==> src/cbd_pkg.sv <==
// Shared constants and types for the host side of the CAN controller block.
// Assumes one 250 MHz system clock and an 8-bit special function register port.
package cbd_pkg;

	localparam logic [7:0] SFR_STATUS_PTR = 8'hD8;
	localparam logic [7:0] SFR_CMD_PORT   = 8'hD9;
	localparam logic [7:0] SFR_WINDOW     = 8'hDA;
	localparam logic [7:0] SFR_SELECT     = 8'hDB;
	localparam logic [7:0] BIT_ADDR_BASE  = 8'hD8;
	localparam logic [7:0] BIT_ADDR_TOP   = 8'hDF;
	localparam logic [7:0] SELECT_RST     = 8'h64;
	localparam logic [7:0] PTR_RST        = 8'h00;
	localparam logic [7:0] UNMAPPED_RD    = 8'hFF;

	localparam int SEL_DMA_BIT  = 7;
	localparam int SEL_RSV_BIT  = 6;
	localparam int SEL_STEP_BIT = 5;
	localparam int CTL_AW       = 5;
	localparam int CTL_REGS     = 32;

	localparam logic [4:0] CTL_ADDR_TOP = 5'h1F;
	localparam logic [4:0] TX_BUF_IDX   = 5'h0A;
	localparam logic [4:0] RX_BUF_FIRST = 5'h14;
	localparam logic [4:0] RX_BUF_LAST  = 5'h1D;
	localparam logic [4:0] RX_DLC_IDX   = 5'h15;
	localparam logic [4:0] BTR0_IDX     = 5'h06;
	localparam logic [4:0] BTR1_IDX     = 5'h07;
	localparam logic [3:0] DESC_BYTES   = 4'h2;
	localparam logic [3:0] DLC_MAX      = 4'h8;
	localparam logic [7:0] TX_DLC_OFS   = 8'h01;

	// Bus timing fields inside timing registers 0 and 1
	localparam int BTR0_JUMP_LSB  = 6;
	localparam int BTR1_SEG1_LSB  = 0;
	localparam int BTR1_SEG2_LSB  = 4;
	localparam int BTR1_SAM_BIT   = 7;

	localparam int CLK_PERIOD_NS  = 4;
	localparam int INSTR_CYC_NS   = 48;
	localparam int INSTR_CYC_CLKS = INSTR_CYC_NS / CLK_PERIOD_NS;
	localparam int DMA_MAX_INSTR  = 2;
	localparam int DMA_MAX_CLKS   = DMA_MAX_INSTR * INSTR_CYC_CLKS;

	localparam int FIFO_W     = 8;
	localparam int FIFO_DEPTH = 32;

	typedef enum logic [2:0] {DMA_IDLE, DMA_LEN_REQ, DMA_LEN_W1, DMA_LEN_W2, DMA_MOVE} cbd_dma_e;
	typedef enum logic [1:0] {SEG_SYNC, SEG_BEFORE, SEG_AFTER} cbd_seg_e;

endpackage

==> src/cbd_host.sv <==
// Host side of the CAN controller: status/pointer, select and window SFRs,
// background DMA engine and bit timing front end.
// Assumes the core, RAM and CPU share mclk; only the bus pin is asynchronous.

module cbd_host (
	input  wire logic       mclk,
	input  wire logic       sys_rst,
	input  wire logic [7:0] sfr_addr,
	input  wire logic       sfr_rd,
	input  wire logic       sfr_wr,
	input  wire logic [7:0] sfr_wdata,
	input  wire logic       bit_rd,
	input  wire logic       bit_wr,
	input  wire logic [7:0] bit_addr,
	input  wire logic       bit_wdata,
	input  wire logic [7:0] ctl_status,
	input  wire logic       reset_req,
	input  wire logic       bus_idle,
	input  wire logic       can_rx_pin,
	input  wire logic       core_wr,
	input  wire logic [4:0] core_idx,
	input  wire logic [7:0] core_wdata,
	input  wire logic [4:0] core_rd_idx,
	input  wire logic [7:0] ram_rdata,
	input  wire logic       ram_wait,
	output logic [7:0]      sfr_rdata_r,
	output logic            bit_rdata_r,
	output logic [7:0]      core_rdata_r,
	output logic [7:0]      ram_addr_r,
	output logic            ram_rd_r,
	output logic            ram_wr_r,
	output logic [7:0]      ram_wdata_r,
	output logic            irq_hold_r,
	output logic            rx_bit_r,
	output logic            sample_pulse_r
);
	localparam int DMA_LIMIT = cbd_pkg::DMA_MAX_CLKS;

	logic [7:0]        ctl_mem [0:cbd_pkg::CTL_REGS-1];
	logic [7:0]        select_r;
	logic [7:0]        select_nxt;
	logic [7:0]        ptr_r;
	cbd_pkg::cbd_dma_e dma_st_r;
	logic              dma_tx_r;
	logic [7:0]        src_ptr_r;
	logic [7:0]        dst_ptr_r;
	logic [3:0]        src_left_r;
	logic [3:0]        dst_left_r;
	logic              s1_r;
	logic [4:0]        s1_idx_r;
	logic              vld_r;
	logic [7:0]        ctl_q_r;
	logic              f_in_ready;
	logic              f_out_valid;
	logic              f_out_ready;
	logic [7:0]        f_out_data;
	logic              sel_wr;
	logic              win_acc;
	logic              ptr_wr;
	logic              bit_hit;
	logic [2:0]        bit_idx;
	logic              start_tx;
	logic              start_rx;
	logic              dma_start;
	logic              dma_done;
	logic              dma_abort;
	logic              issue;
	logic              pop;
	logic [3:0]        rx_dlc;
	logic [4:0]        rx_end;
	logic [3:0]        rx_cnt;
	logic [3:0]        tx_dlc;

	assign sel_wr    = sfr_wr && (sfr_addr == cbd_pkg::SFR_SELECT);
	assign win_acc   = (sfr_rd || sfr_wr) && (sfr_addr == cbd_pkg::SFR_WINDOW);
	assign ptr_wr    = sfr_wr && (sfr_addr == cbd_pkg::SFR_STATUS_PTR);
	assign bit_hit   = (bit_addr >= cbd_pkg::BIT_ADDR_BASE) && (bit_addr <= cbd_pkg::BIT_ADDR_TOP);
	assign bit_idx   = bit_addr[2:0];
	assign start_tx  = (sfr_wdata[4:0] == cbd_pkg::TX_BUF_IDX);
	assign start_rx  = (sfr_wdata[4:0] >= cbd_pkg::RX_BUF_FIRST)
		&& (sfr_wdata[4:0] <= cbd_pkg::RX_BUF_LAST);
	assign dma_start = sel_wr && sfr_wdata[cbd_pkg::SEL_DMA_BIT] && !reset_req
		&& (dma_st_r == cbd_pkg::DMA_IDLE) && (start_tx || start_rx);
	assign dma_abort = reset_req && (dma_st_r != cbd_pkg::DMA_IDLE);
	assign dma_done  = (dma_st_r == cbd_pkg::DMA_MOVE) && (dst_left_r == 4'h0);

	// length evaluation, capped at eight data bytes
	assign rx_dlc = (ctl_mem[cbd_pkg::RX_DLC_IDX][3:0] > cbd_pkg::DLC_MAX)
		? cbd_pkg::DLC_MAX : ctl_mem[cbd_pkg::RX_DLC_IDX][3:0];
	assign rx_end = cbd_pkg::RX_BUF_FIRST + 5'(cbd_pkg::DESC_BYTES) + 5'(rx_dlc);
	// from chosen buffer address to end of message
	assign rx_cnt = (sfr_wdata[4:0] < rx_end) ? 4'(rx_end - sfr_wdata[4:0]) : 4'h0;
	assign tx_dlc = (ram_rdata[3:0] > cbd_pkg::DLC_MAX) ? cbd_pkg::DLC_MAX : ram_rdata[3:0];

	assign issue = (dma_st_r == cbd_pkg::DMA_MOVE) && (src_left_r != 4'h0) && f_in_ready
		&& !(dma_tx_r && ram_wait);
	assign f_out_ready = (dma_st_r == cbd_pkg::DMA_MOVE) && (dma_tx_r || !ram_wait);
	assign pop = f_out_valid && f_out_ready;

	// Both selected transfers are at most ten bytes, so the FIFO never
	// refuses a byte already in the read pipeline.
	cbd_fifo #(
		.W     (cbd_pkg::FIFO_W),
		.DEPTH (cbd_pkg::FIFO_DEPTH)
	) u_fifo (
		.clk       (mclk),
		.rst       (sys_rst),
		.clr       (dma_abort),
		.in_valid  (vld_r && (dma_st_r == cbd_pkg::DMA_MOVE)),
		.in_ready  (f_in_ready),
		.in_data   (dma_tx_r ? ram_rdata : ctl_q_r),
		.out_valid (f_out_valid),
		.out_ready (f_out_ready),
		.out_data  (f_out_data)
	);

	always_comb
	begin
		select_nxt = select_r;
		// reset request cancels a running transfer
		if (reset_req)
			select_nxt[cbd_pkg::SEL_DMA_BIT] = 1'b0;
		if (sel_wr)
			select_nxt = {dma_start, sfr_wdata[6:0]};
		else if (win_acc && select_r[cbd_pkg::SEL_STEP_BIT])
		begin
			if (select_r[4:0] == cbd_pkg::CTL_ADDR_TOP)
			begin
				select_nxt[cbd_pkg::SEL_STEP_BIT] = 1'b0;
				select_nxt[4:0] = 5'h00;
			end
			else
				select_nxt[4:0] = select_r[4:0] + 5'h01;
		end
		if (dma_done)
			select_nxt[cbd_pkg::SEL_DMA_BIT] = 1'b0;
	end

	always_ff @(posedge mclk or posedge sys_rst)
	begin
		if (sys_rst)
		begin
			select_r   <= cbd_pkg::SELECT_RST;
			irq_hold_r <= 1'b0;
		end
		else
		begin
			select_r   <= select_nxt;
			// interrupts held while DMA bit set
			irq_hold_r <= select_nxt[cbd_pkg::SEL_DMA_BIT];
		end
	end

	always_ff @(posedge mclk or posedge sys_rst)
	begin
		if (sys_rst)
			ptr_r <= cbd_pkg::PTR_RST;
		// write goes to the pointer, never to status
		else if (ptr_wr)
			ptr_r <= sfr_wdata;
		else if (bit_wr && bit_hit)
			ptr_r[bit_idx] <= bit_wdata;
	end

	always_ff @(posedge mclk or posedge sys_rst)
	begin
		if (sys_rst)
		begin
			sfr_rdata_r <= 8'h00;
			bit_rdata_r <= 1'b0;
		end
		else
		begin
			if (sfr_rd)
			begin
				case (sfr_addr)
					cbd_pkg::SFR_STATUS_PTR: sfr_rdata_r <= ctl_status;
					cbd_pkg::SFR_SELECT:     sfr_rdata_r <= select_r | (8'h01 << cbd_pkg::SEL_RSV_BIT);
					cbd_pkg::SFR_WINDOW:     sfr_rdata_r <= ctl_mem[select_r[4:0]];
					default:                 sfr_rdata_r <= cbd_pkg::UNMAPPED_RD;
				endcase
			end
			if (bit_rd && bit_hit)
				bit_rdata_r <= ctl_status[bit_idx];
		end
	end

	// Controller registers: window, DMA sink and core can all write in one cycle; the core write wins on a clash
	always_ff @(posedge mclk)
	begin
		if (win_acc && sfr_wr)
			ctl_mem[select_r[4:0]] <= sfr_wdata;
		if (pop && dma_tx_r)
			ctl_mem[dst_ptr_r[4:0]] <= f_out_data;
		if (core_wr)
			ctl_mem[core_idx] <= core_wdata;
	end

	always_ff @(posedge mclk or posedge sys_rst)
	begin
		if (sys_rst)
			core_rdata_r <= 8'h00;
		else
			core_rdata_r <= ctl_mem[core_rd_idx];
	end

	always_ff @(posedge mclk or posedge sys_rst)
	begin
		if (sys_rst)
		begin
			dma_st_r   <= cbd_pkg::DMA_IDLE;
			dma_tx_r   <= 1'b0;
			src_ptr_r  <= 8'h00;
			dst_ptr_r  <= 8'h00;
			src_left_r <= 4'h0;
			dst_left_r <= 4'h0;
		end
		else if (dma_abort)
			dma_st_r <= cbd_pkg::DMA_IDLE;
		else
		begin
			case (dma_st_r)
				cbd_pkg::DMA_IDLE:
				begin
					if (dma_start && start_tx)
					begin
						dma_st_r  <= cbd_pkg::DMA_LEN_REQ;
						dma_tx_r  <= 1'b1;
						src_ptr_r <= ptr_r;
						dst_ptr_r <= {3'h0, cbd_pkg::TX_BUF_IDX};
					end
					else if (dma_start)
					begin
						dma_st_r   <= cbd_pkg::DMA_MOVE;
						dma_tx_r   <= 1'b0;
						src_ptr_r  <= {3'h0, sfr_wdata[4:0]};
						dst_ptr_r  <= ptr_r;
						src_left_r <= rx_cnt;
						dst_left_r <= rx_cnt;
					end
				end
				cbd_pkg::DMA_LEN_REQ:
					if (!ram_wait)
						dma_st_r <= cbd_pkg::DMA_LEN_W1;
				cbd_pkg::DMA_LEN_W1:
					dma_st_r <= cbd_pkg::DMA_LEN_W2;
				cbd_pkg::DMA_LEN_W2:
				begin
					dma_st_r   <= cbd_pkg::DMA_MOVE;
					src_left_r <= cbd_pkg::DESC_BYTES + tx_dlc;
					dst_left_r <= cbd_pkg::DESC_BYTES + tx_dlc;
				end
				cbd_pkg::DMA_MOVE:
				begin
					if (issue)
					begin
						src_ptr_r  <= src_ptr_r + 8'h01;
						src_left_r <= src_left_r - 4'h1;
					end
					if (pop)
					begin
						dst_ptr_r  <= dst_ptr_r + 8'h01;
						dst_left_r <= dst_left_r - 4'h1;
					end
					if (dma_done)
						dma_st_r <= cbd_pkg::DMA_IDLE;
				end
				default: dma_st_r <= cbd_pkg::DMA_IDLE;
			endcase
		end
	end

	// one byte per clock through a two-stage read pipeline
	always_ff @(posedge mclk or posedge sys_rst)
	begin
		if (sys_rst)
		begin
			s1_r     <= 1'b0;
			s1_idx_r <= 5'h00;
			vld_r    <= 1'b0;
			ctl_q_r  <= 8'h00;
		end
		else
		begin
			s1_r     <= issue && !dma_abort;
			s1_idx_r <= src_ptr_r[4:0];
			vld_r    <= s1_r && !dma_abort;
			ctl_q_r  <= ctl_mem[s1_idx_r];
		end
	end

	always_ff @(posedge mclk or posedge sys_rst)
	begin
		if (sys_rst)
		begin
			ram_rd_r    <= 1'b0;
			ram_wr_r    <= 1'b0;
			ram_addr_r  <= 8'h00;
			ram_wdata_r <= 8'h00;
		end
		else
		begin
			ram_rd_r <= 1'b0;
			ram_wr_r <= 1'b0;
			// length byte sits one past the pointer
			if ((dma_st_r == cbd_pkg::DMA_LEN_REQ) && !ram_wait && !dma_abort)
			begin
				ram_rd_r   <= 1'b1;
				ram_addr_r <= ptr_r + cbd_pkg::TX_DLC_OFS;
			end
			else if (issue && dma_tx_r && !dma_abort)
			begin
				ram_rd_r   <= 1'b1;
				ram_addr_r <= src_ptr_r;
			end
			else if (pop && !dma_tx_r && !dma_abort)
			begin
				ram_wr_r    <= 1'b1;
				ram_addr_r  <= dst_ptr_r;
				ram_wdata_r <= f_out_data;
			end
		end
	end

	// Bit timing unit
	logic             rx_s1_r;
	logic             rx_s2_r;
	logic             rx_prev_r;
	logic [1:0]       hist_r;
	cbd_pkg::cbd_seg_e seg_r;
	logic [5:0]       cnt_r;
	logic [5:0]       t1_len_r;
	logic [5:0]       t2_len_r;
	logic             synced_r;
	logic [5:0]       cfg_t1;
	logic [5:0]       cfg_t2;
	logic [5:0]       jump;
	logic [5:0]       ext;
	logic [5:0]       mag;
	logic             edge_fall;
	logic             resync;
	logic             maj;

	assign cfg_t1 = 6'(ctl_mem[cbd_pkg::BTR1_IDX][cbd_pkg::BTR1_SEG1_LSB +: 4]) + 6'h01;
	// segment after sample, 1 to 8
	assign cfg_t2 = 6'(ctl_mem[cbd_pkg::BTR1_IDX][cbd_pkg::BTR1_SEG2_LSB +: 3]) + 6'h01;
	assign jump   = 6'(ctl_mem[cbd_pkg::BTR0_IDX][cbd_pkg::BTR0_JUMP_LSB +: 2]) + 6'h01;
	assign ext    = (cnt_r < jump) ? cnt_r : jump;
	assign mag    = t2_len_r - cnt_r + 6'h01;
	// Only falling edges count, and only while the last sampled bit is 1
	assign edge_fall = rx_prev_r && !rx_s2_r && rx_bit_r;
	assign resync    = edge_fall && !bus_idle && !synced_r;
	assign maj = (hist_r[1] & hist_r[0]) | (hist_r[1] & rx_s2_r) | (hist_r[0] & rx_s2_r);

	always_ff @(posedge mclk or posedge sys_rst)
	begin
		if (sys_rst)
		begin
			rx_s1_r   <= 1'b1;
			rx_s2_r   <= 1'b1;
			rx_prev_r <= 1'b1;
			hist_r    <= 2'h3;
		end
		else
		begin
			rx_s1_r   <= can_rx_pin;
			rx_s2_r   <= rx_s1_r;
			rx_prev_r <= rx_s2_r;
			hist_r    <= {hist_r[0], rx_s2_r};
		end
	end

	always_ff @(posedge mclk or posedge sys_rst)
	begin
		if (sys_rst)
		begin
			seg_r          <= cbd_pkg::SEG_SYNC;
			cnt_r          <= 6'h00;
			t1_len_r       <= 6'h01;
			t2_len_r       <= 6'h01;
			synced_r       <= 1'b0;
			rx_bit_r       <= 1'b1;
			sample_pulse_r <= 1'b0;
		end
		else
		begin
			sample_pulse_r <= 1'b0;
			// hard sync on an idle-bus falling edge
			if (edge_fall && bus_idle)
			begin
				seg_r    <= cbd_pkg::SEG_BEFORE;
				cnt_r    <= 6'h01;
				t1_len_r <= cfg_t1;
				t2_len_r <= cfg_t2;
				synced_r <= 1'b1;
			end
			else
			begin
				case (seg_r)
					// edge slot is a single clock
					cbd_pkg::SEG_SYNC:
					begin
						seg_r    <= cbd_pkg::SEG_BEFORE;
						cnt_r    <= 6'h01;
						t1_len_r <= cfg_t1;
						t2_len_r <= cfg_t2;
						synced_r <= 1'b0;
					end
					cbd_pkg::SEG_BEFORE:
					begin
						// positive error stretches by at most the limit
						if (resync)
						begin
							t1_len_r <= t1_len_r + ext;
							synced_r <= 1'b1;
							cnt_r    <= cnt_r + 6'h01;
						end
						// sample point at end of first segment
						else if (cnt_r >= t1_len_r)
						begin
							seg_r          <= cbd_pkg::SEG_AFTER;
							cnt_r          <= 6'h01;
							sample_pulse_r <= 1'b1;
							rx_bit_r       <= ctl_mem[cbd_pkg::BTR1_IDX][cbd_pkg::BTR1_SAM_BIT]
								? maj : rx_s2_r;
						end
						else
							cnt_r <= cnt_r + 6'h01;
					end
					cbd_pkg::SEG_AFTER:
					begin
						// small negative error acts as a new edge slot
						if (resync && (mag <= jump))
						begin
							seg_r    <= cbd_pkg::SEG_BEFORE;
							cnt_r    <= 6'h01;
							t1_len_r <= cfg_t1;
							t2_len_r <= cfg_t2;
							synced_r <= 1'b1;
						end
						// bit ends after the second segment
						else if (cnt_r >= (resync ? t2_len_r - jump : t2_len_r))
							seg_r <= cbd_pkg::SEG_SYNC;
						else
						begin
							if (resync)
							begin
								t2_len_r <= t2_len_r - jump;
								synced_r <= 1'b1;
							end
							cnt_r <= cnt_r + 6'h01;
						end
					end
					default: seg_r <= cbd_pkg::SEG_SYNC;
				endcase
			end
		end
	end
endmodule // cbd_host

==> src/cbd_fifo.sv <==
// Byte FIFO in the DMA data path, valid/ready on both sides.
// Assumes a single clock; clr empties it in one cycle.
module cbd_fifo #(
	parameter int W     = 8,
	parameter int DEPTH = 32
) (
	input  wire logic         clk,
	input  wire logic         rst,
	input  wire logic         clr,
	input  wire logic         in_valid,
	output logic              in_ready,
	input  wire logic [W-1:0] in_data,
	output logic              out_valid,
	input  wire logic         out_ready,
	output logic [W-1:0]      out_data
);
	localparam int AW = $clog2(DEPTH);

	logic [W-1:0] mem [0:DEPTH-1];
	logic [AW:0]  wr_ptr_r;
	logic [AW:0]  rd_ptr_r;
	logic         push;
	logic         pop;

	assign in_ready  = !((wr_ptr_r[AW] != rd_ptr_r[AW]) && (wr_ptr_r[AW-1:0] == rd_ptr_r[AW-1:0]));
	assign out_valid = (wr_ptr_r != rd_ptr_r);
	assign out_data  = mem[rd_ptr_r[AW-1:0]];
	assign push      = in_valid && in_ready;
	assign pop       = out_valid && out_ready;

	always_ff @(posedge clk)
	begin
		if (push)
			mem[wr_ptr_r[AW-1:0]] <= in_data;
	end

	always_ff @(posedge clk or posedge rst)
	begin
		if (rst)
		begin
			wr_ptr_r <= '0;
			rd_ptr_r <= '0;
		end
		else if (clr)
		begin
			wr_ptr_r <= '0;
			rd_ptr_r <= '0;
		end
		else
		begin
			if (push)
				wr_ptr_r <= wr_ptr_r + 1'b1;
			if (pop)
				rd_ptr_r <= rd_ptr_r + 1'b1;
		end
	end

endmodule // cbd_fifo

==> config.mk <==
export PLATFORM = sky130hd
export DESIGN_NAME = cbd_host
export DESIGN_NICKNAME = d
export VERILOG_FILES = /design/src/cbd_pkg.sv /design/src/cbd_host.sv /design/src/cbd_fifo.sv
export SDC_FILE = /design/constraint.sdc
export NUM_CORES = 2
export LEC_CHECK = 0
export ABC_CLOCK_PERIOD_IN_PS = 4080
export BUFFER_PORTS_ARGS = -buffer_cell sky130_fd_sc_hd__buf_2
export CELL_PAD_IN_SITES_DETAIL_PLACEMENT = 1
export CELL_PAD_IN_SITES_GLOBAL_PLACEMENT = 2
export CORE_MARGIN = 2
export CORE_UTILIZATION = 40
export DETAILED_ROUTE_END_ITERATION = 8
export PLACE_DENSITY = 0.77
export SYNTH_ARGS = -nofsm -noshare
export SYNTH_HDL_FRONTEND = slang
export SYNTH_SLANG_ARGS = --single-unit
export TNS_END_PERCENT = 30
==> constraint.sdc <==
create_clock -name mclk -period 4.08 [get_ports mclk]
set_input_delay 0.408 -clock mclk [delete_from_list [all_inputs] [get_ports mclk]]
set_output_delay 0.408 -clock mclk [all_outputs]
set_load 0.01 [all_outputs]
* Yosys cells after proc, flatten, opt, wreduce, memory -nomap -nowiden
Memory sizes are Yosys's and may differ from the RTL's. A register that Yosys moved wholly into a read port is not among the register bits.
Cells that the tools add are included.
** Word-level totals
- Bits in latches :: 0
- Bits of input ports :: 70
- RAM bits :: 512
- Word-level logic and storage cells :: 281
- Output and inout port bits :: 38
- Bits in read-only memories :: 0
- Memories :: 2
- Bits in registers :: 118
** Operators by class
- Eq/ne operators :: 28
- $add $sub $neg :: 19
- Bitwise gates (word level) :: 10
- $mul :: 0
- Reductions and logical operators :: 83
- Shift-type cells :: 0
- Multiplexer cells :: 93
- Divide/modulo/power cells :: 0
- Order comparisons :: 13
** Memory list
- ctl_mem :: words 32, width 8, read ports 6, clocked after memory_dff 2, wr ports 3, line cbd_host.sv:39 : logic [7:0] ctl_mem [0:cbd_pkg::CTL_REGS-1];
- u_fifo.mem :: words 32, width 8, read ports 1, clocked after memory_dff 0, wr ports 1, line cbd_fifo.sv:19 : logic [W-1:0] mem [0:DEPTH-1];
** Operator list (count)
- two-way mux 6 bit :: 19
- two-way mux 8 bit :: 12
- logical AND 1 bit :: 41
- one-hot mux 6 bit (3 select lines) :: 2
- one-hot mux 8 bit (2 select lines) :: 2
- two-way mux 1 bit :: 29
- two-way mux 4 bit :: 7
- adder 6 x 1 -> 6 bit (second input constant) :: 4
- adder 8 x 1 -> 8 bit (second input constant) :: 3
- == test 8 bit (second input constant) :: 3
- one-hot mux 4 bit (3 select lines) :: 2
- one-hot mux 8 bit (3 select lines) :: 1
- inequality test 3 bit (second input constant) :: 6
- two-way mux 3 bit :: 5
- one-hot mux 3 bit (5 select lines) :: 1
- AND reduction 3 bit :: 5
- nonzero test 3 bit :: 5
- nonzero test 2 bit :: 7
- greater-or-equal comparator 6 bit :: 2
- two-way mux 2 bit :: 6
- one-hot mux 6 bit (2 select lines) :: 1
- AND reduction 4 bit :: 3
- AND reduction 5 bit :: 2
- zero test 1 bit :: 9
- other kinds (50) :: 69

* Logic depth before layout (Yosys ltp)
- Word-level depth :: 11
- Mapped depth :: 17
- Gate-level depth less buffers :: 17

* By module
Synthesis repeated with hierarchy kept, for this count alone.
** Second synthesis, totals
- Cells, all modules :: 3030
- Area total of the unflattened synthesis :: 38284.2 µm²
** By module, submodules not included
- cbd_host :: cells each 2539, sequential area each 10701.5 µm², instances 1, area an instance 27649.0 µm²
- cbd_fifo :: cells each 491, sequential area each 7987.7 µm², instances 1, area an instance 10635.2 µm²

* Least setup slack after synthesis
OpenSTA, ideal clock, no wires.
- Path type :: register to register
- Start point :: reg cnt_r[1]
- End point :: reg t1_len_r[0]
- Setup time :: 82 ps
- Buffers on the path :: 1
- Stages on the path, launching flop included :: 15
- Required time :: 3998 ps
- Data arrival time :: 3287 ps
- Setup slack :: 711 ps
- Clock period less this slack :: 3369 ps
- Path through :: dfrtp_1 > ha_1 > inv_1 > ha_1 > inv_1 > fa_1 > inv_1 > ha_1 > a31oi_1 > a2111oi_0 > a41oi_1 > nor2_1 > and2_0 > buf_2 > mux2_2
** On the way
- Longest elaborated chain between the ends :: 6
- Elaborated cells between the ends (all ways) :: 12
- Classes of those cells :: 3 x add/sub; 2 x order compare; 1 x eq/ne; 4 x mux; 2 x reduce/logical
** RTL lines
- start: declaration :: line cbd_host.sv:331 : logic [5:0] cnt_r;
- start signal: assignment :: line cbd_host.sv:416 : cnt_r <= cnt_r + 6'h01;
- start signal: assignment :: line cbd_host.sv:428 : cnt_r <= cnt_r + 6'h01;
- start signal: assignment :: line cbd_host.sv:451 : cnt_r <= cnt_r + 6'h01;
- subtractor 6 bit / < comparator 6 x 3 -> 1 bit (equally long branches) :: line cbd_host.sv:349, cbd_host.sv:348
- adder 6 x 1 -> 6 bit / two-way mux 6 bit (equally long branches) :: line cbd_host.sv:349, cbd_host.sv:348
- <= comparator 6 x 3 -> 1 bit / adder 6 bit (equally long branches) :: line cbd_host.sv:433, cbd_host.sv:414
- logical AND 1 bit / two-way mux 6 bit (equally long branches) :: line cbd_host.sv:433, cbd_host.sv:412
- inequality test 3 bit (no line) / one-hot mux 6 bit (3 select lines) (equally long branches)
- AND reduction 3 bit (no line) / two-way mux 6 bit (equally long branches)
- end signal: assignment :: line cbd_host.sv:405 : t1_len_r <= cfg_t1;
- end signal: assignment :: line cbd_host.sv:414 : t1_len_r <= t1_len_r + ext;
- end signal: assignment :: line cbd_host.sv:437 : t1_len_r <= cfg_t1;
- end: declaration :: line cbd_host.sv:332 : logic [5:0] t1_len_r;
Parallel ways exist; a longest one is shown, timed or not. The select of a mux whose other input is x is not followed.
A chain may end at the register's enable or synchronous reset.

* Final worst setup path
- Start point :: reg cnt_r[1]
- End point :: reg cnt_r[2]
** On the way
- Longest elaborated chain between the ends :: 7
- Elaborated cells between the ends (all ways) :: 15
- Classes of those cells :: 3 x add/sub; 3 x order compare; 1 x eq/ne; 6 x mux; 2 x reduce/logical
** RTL lines
- subtractor 6 bit :: line cbd_host.sv:349 : assign mag = t2_len_r - cnt_r + 6'h01;
- adder 6 x 1 -> 6 bit :: line cbd_host.sv:349
- <= comparator 6 x 3 -> 1 bit :: line cbd_host.sv:433 : if (resync && (mag <= jump))
- logical AND 1 bit :: line cbd_host.sv:433
- two-way mux 6 bit :: line cbd_host.sv:433
- one-hot mux 6 bit (3 select lines) :: line cbd_host.sv:399 : case (seg_r)
- two-way mux 6 bit :: line cbd_host.sv:389 : if (edge_fall && bus_idle)
Parallel ways exist; a longest one is shown, timed or not. The select of a mux whose other input is x is not followed.

==> reports/qor.txt <==
R2R cell count: 13
Port Buf Inserts: 107
Post-synth ARST share: 20.5%
Pwr Density: 401 mW/mm^2
Slew Limit Headroom: 14.3%
Gate power share: 15.8%
Setup TNS: 0 ns
P_int: 12.3 mW
Synth Cell Area: 0.0377 sq mm
Crit-path max cell delay: 0.76 ns
CP max stage cell: a2111oi_2
Die Y: 311 um
Largest net degree at the start of global routing: 72
Sequential share of the synthesized area: 49.6%
Crit end category: flip-flop
Root buf cell: clkbuf_16
Gate Count Post-Synth: 3050
CP arrival: 4.37 ns
Site row count: 112
DP Area: 0.0402 sq mm
GR Overflow Total: 0
Wire per inst: 33.0 um
Initial DRC Count: 3725
Hold WS: 0.0632 ns
CP Cell Sequence: ha_1 > inv_1 > ha_1 > inv_1 > fa_1 > inv_1 > ha_1 > a31oi_1 > a2111o_1 > a2111oi_0 > a2111oi_2 > nand2_1 > o311ai_1
Final setup viols: 0
Tot GR Track Use: 30.1%
Worst hold path depth: 2
Final WS setup: 0.263 ns
Worst Skew: 0.0248 ns
Worst VDD drop: 0.355 mV
Most frequent cells in the layout: edfxtp_1, nand2_1, mux4_2
Distinct cells, synth: 73
Min-Delay Startpoint: reset_req
Leakage power: 14.8 nW
Layout net count: 3291
TritonCTS clock tree: built
Clk pin slew, worst setup/hold paths: 0.06 ns
Final Hold Fails: 0
Psw: 4.81 mW
Die area: 0.0968 sq mm
Vias in the first global route: 30100
Placed wire-length estimate: 99500 um
Core ar.: 0.0933 sq mm
Sw Ratio: 28.1%
Area Growth Syn to Fin: 13.3%
CTS H-tree depth: 3
Ys Warns: 0
Max Slew Vio Count: 0
Hold WC Path Type: in -> reg
Finished layout cell area: 0.0428 sq mm
Hold EP: dma_st_r[2]
Yosys reg bits: 644
Die X: 311 um
Final GP Congestion: 1.01
Initial core utilization: 40.4%
TritonCTS buffer count: 76
Setup CP Type: reg -> reg
Setup WS pre-CTS: 0.295 ns
Commonest non-fill, non-tap cell in the layout: edfxtp_1
Share of cells above drive strength 1: 25.5%
Via count: 29600
First-pass GRT wire length: 213000 um
Clock latency on the worst-skew pair: 0.69 ns
Initial antenna violation count: 11
DP Cell Count: 4322
# clock sinks: 644
EDFF count, synth: 512
Clock share of power: 40.5%
Critical Path Start Type: flip-flop
Tmin final: 3.82 ns
DR vias/cell: 6.62
Drt drc: 0
Clk buf depth: 3
I/O Pins: 108
Sequential cell fraction of total power: 43.7%
WL final: 147000 um
Max-Cap Viols: 0
Critical Path Fanout Max: 7
Avg Inst Size Synth: 12.4 sq um
Drt first pass iters: 5
R2R Path Start: cnt_r[1]
Post-route ant nets: 0
Tightest Pin Transition: 1.29 ns
Final cell count without fillers: 4468
Status: finished, final reports clean
Data required, critical path: 4.63 ns
Main synth FF type: edfxtp_1
Final Power: 17.1 mW
Final core utilization: 45.8%
Fmax: 262 MHz
RSZ-0062 raised after global routing: no
Reg2reg end: cnt_r[2]
Fin crit share: 93.6%
R2R setup slack: 0.26 ns
Post-CTS Setup Bufs: 0
==> cell usage after synthesis (7+ instances only) <==
| master | n | area share, % |
|---|---|---|
| a21o_1 | 7 | 0.14 |
| a21oi_1 | 108 | 1.4 |
| a221oi_1 | 9 | 0.21 |
| a22o_1 | 8 | 0.19 |
| a22oi_1 | 19 | 0.38 |
| a31oi_1 | 38 | 0.63 |
| and3_1 | 14 | 0.23 |
| buf_1 | 36 | 0.36 |
| buf_2 | 27 | 0.36 |
| buf_4 | 13 | 0.26 |
| clkbuf_1 | 159 | 1.6 |
| dfrtp_1 | 123 | 8.2 |
| dfstp_2 | 9 | 0.63 |
| edfxtp_1 | 512 | 41 |
| ha_1 | 69 | 2.3 |
| inv_1 | 78 | 0.78 |
| mux2_2 | 102 | 3.0 |
| mux2i_1 | 19 | 0.50 |
| mux4_2 | 304 | 18 |
| nand2_1 | 402 | 4.0 |
| nand2b_1 | 14 | 0.23 |
| nand3_1 | 222 | 2.9 |
| nand3b_1 | 9 | 0.18 |
| nand4_1 | 17 | 0.28 |
| nor2_1 | 183 | 1.8 |
| nor2b_1 | 17 | 0.28 |
| nor3_1 | 18 | 0.24 |
| nor3b_1 | 8 | 0.16 |
| o211ai_1 | 193 | 3.8 |
| o21ai_0 | 101 | 1.3 |
| o21ai_1 | 43 | 0.57 |
| o22ai_1 | 11 | 0.18 |
| o32a_1 | 8 | 0.21 |
| or2_2 | 10 | 0.17 |
| or3_1 | 10 | 0.17 |
| xnor2_1 | 14 | 0.33 |
| xor2_1 | 27 | 0.63 |
==> worst max path at each step <==
stage	startpoint	to	slack [ns]	depth (start not counted)
global route	cnt_r[1]	cnt_r[2]	0.06	13
finish	cnt_r[1]	cnt_r[2]	0.26	13
floorplan	sys_rst	bit_rdata_r	0.16	1
global placement	t2_len_r[1]	seg_r[0]	0.46	14
detailed placement	cnt_r[1]	cnt_r[2]	0.30	13
CTS	cnt_r[1]	cnt_r[2]	0.27	13
==> cell families after synthesis <==
family | synth area share, %
fa+ha+maj | 2.50
compound gates | 10.1
mux | 22.1
xor+xnor | 0.952
simple gates | 11.3
flops | 49.6
other cells | 0.00994
buf+inv | 3.45
==> worst max-delay path, delay by kind of cell, from the launching register on <==
kind	cells	cell delay, ns
fa+ha+maj	4	1.32
simple gates	1	0.21
compound gates	5	1.53
buf+inv	3	0.17
flops	1	0.47
==> power by group through the flow <==
stage | Sequential [mW] | Combinational, mW | Clock, mW
6_report | 7.49 | 2.70 | 6.93
5_1_grt | 7.51 | 2.93 | 7.24
4_1_cts | 7.48 | 2.67 | 7.02
3_5_place_dp | 7.62 | 2.65 | 0
3_3_place_gp | 7.61 | 2.56 | 0
2_1_floorplan | 7.50 | 1.81 | 0
==> state kept, by name (all words and copies together) (netlist names), 5 cells and up <==
name,count
cnt_r,6
core_rdata_r,8
ctl_mem,256
ctl_q_r,8
dst_ptr_r,8
ptr_r,8
ram_addr_r,8
ram_wdata_r,8
s1_idx_r,5
select_r,7
sfr_rdata_r,8
src_ptr_r,8
t1_len_r,6
t2_len_r,6
u_fifo.mem,256
u_fifo.rd_ptr_r,6
u_fifo.wr_ptr_r,6
==> area by class of cell <==
cell class              instances  area, sq um
diodes                          4         10.0
inverters                      78          298
clock inverters                37          460
repair buffers                258         1880
flip-flops and latches        644        18700
clock buffers                 102         2050
multi-input cells            2091        17800
well taps                    1254         1570
fillers                      9729        50600
==> per-layer routing <==
layer	up-vias	routed length [um]	GRT usage, %	part of all wire (%)
li1	12100	-	-	-
met1	15300	57300	40.4	39
met2	1811	66200	46.0	45
met3	403	16700	8.31	11
met4	10	7190	12.8	4.9
met5	-	69	0	0.047
==> what timing repair did <==
action,4_1_cts,5_1_grt
gates resized for setup,0,0
hold buffers,3,0
endpoints found under the hold margin,64,0
Note: power is estimated with default switching activity, not from simulation.
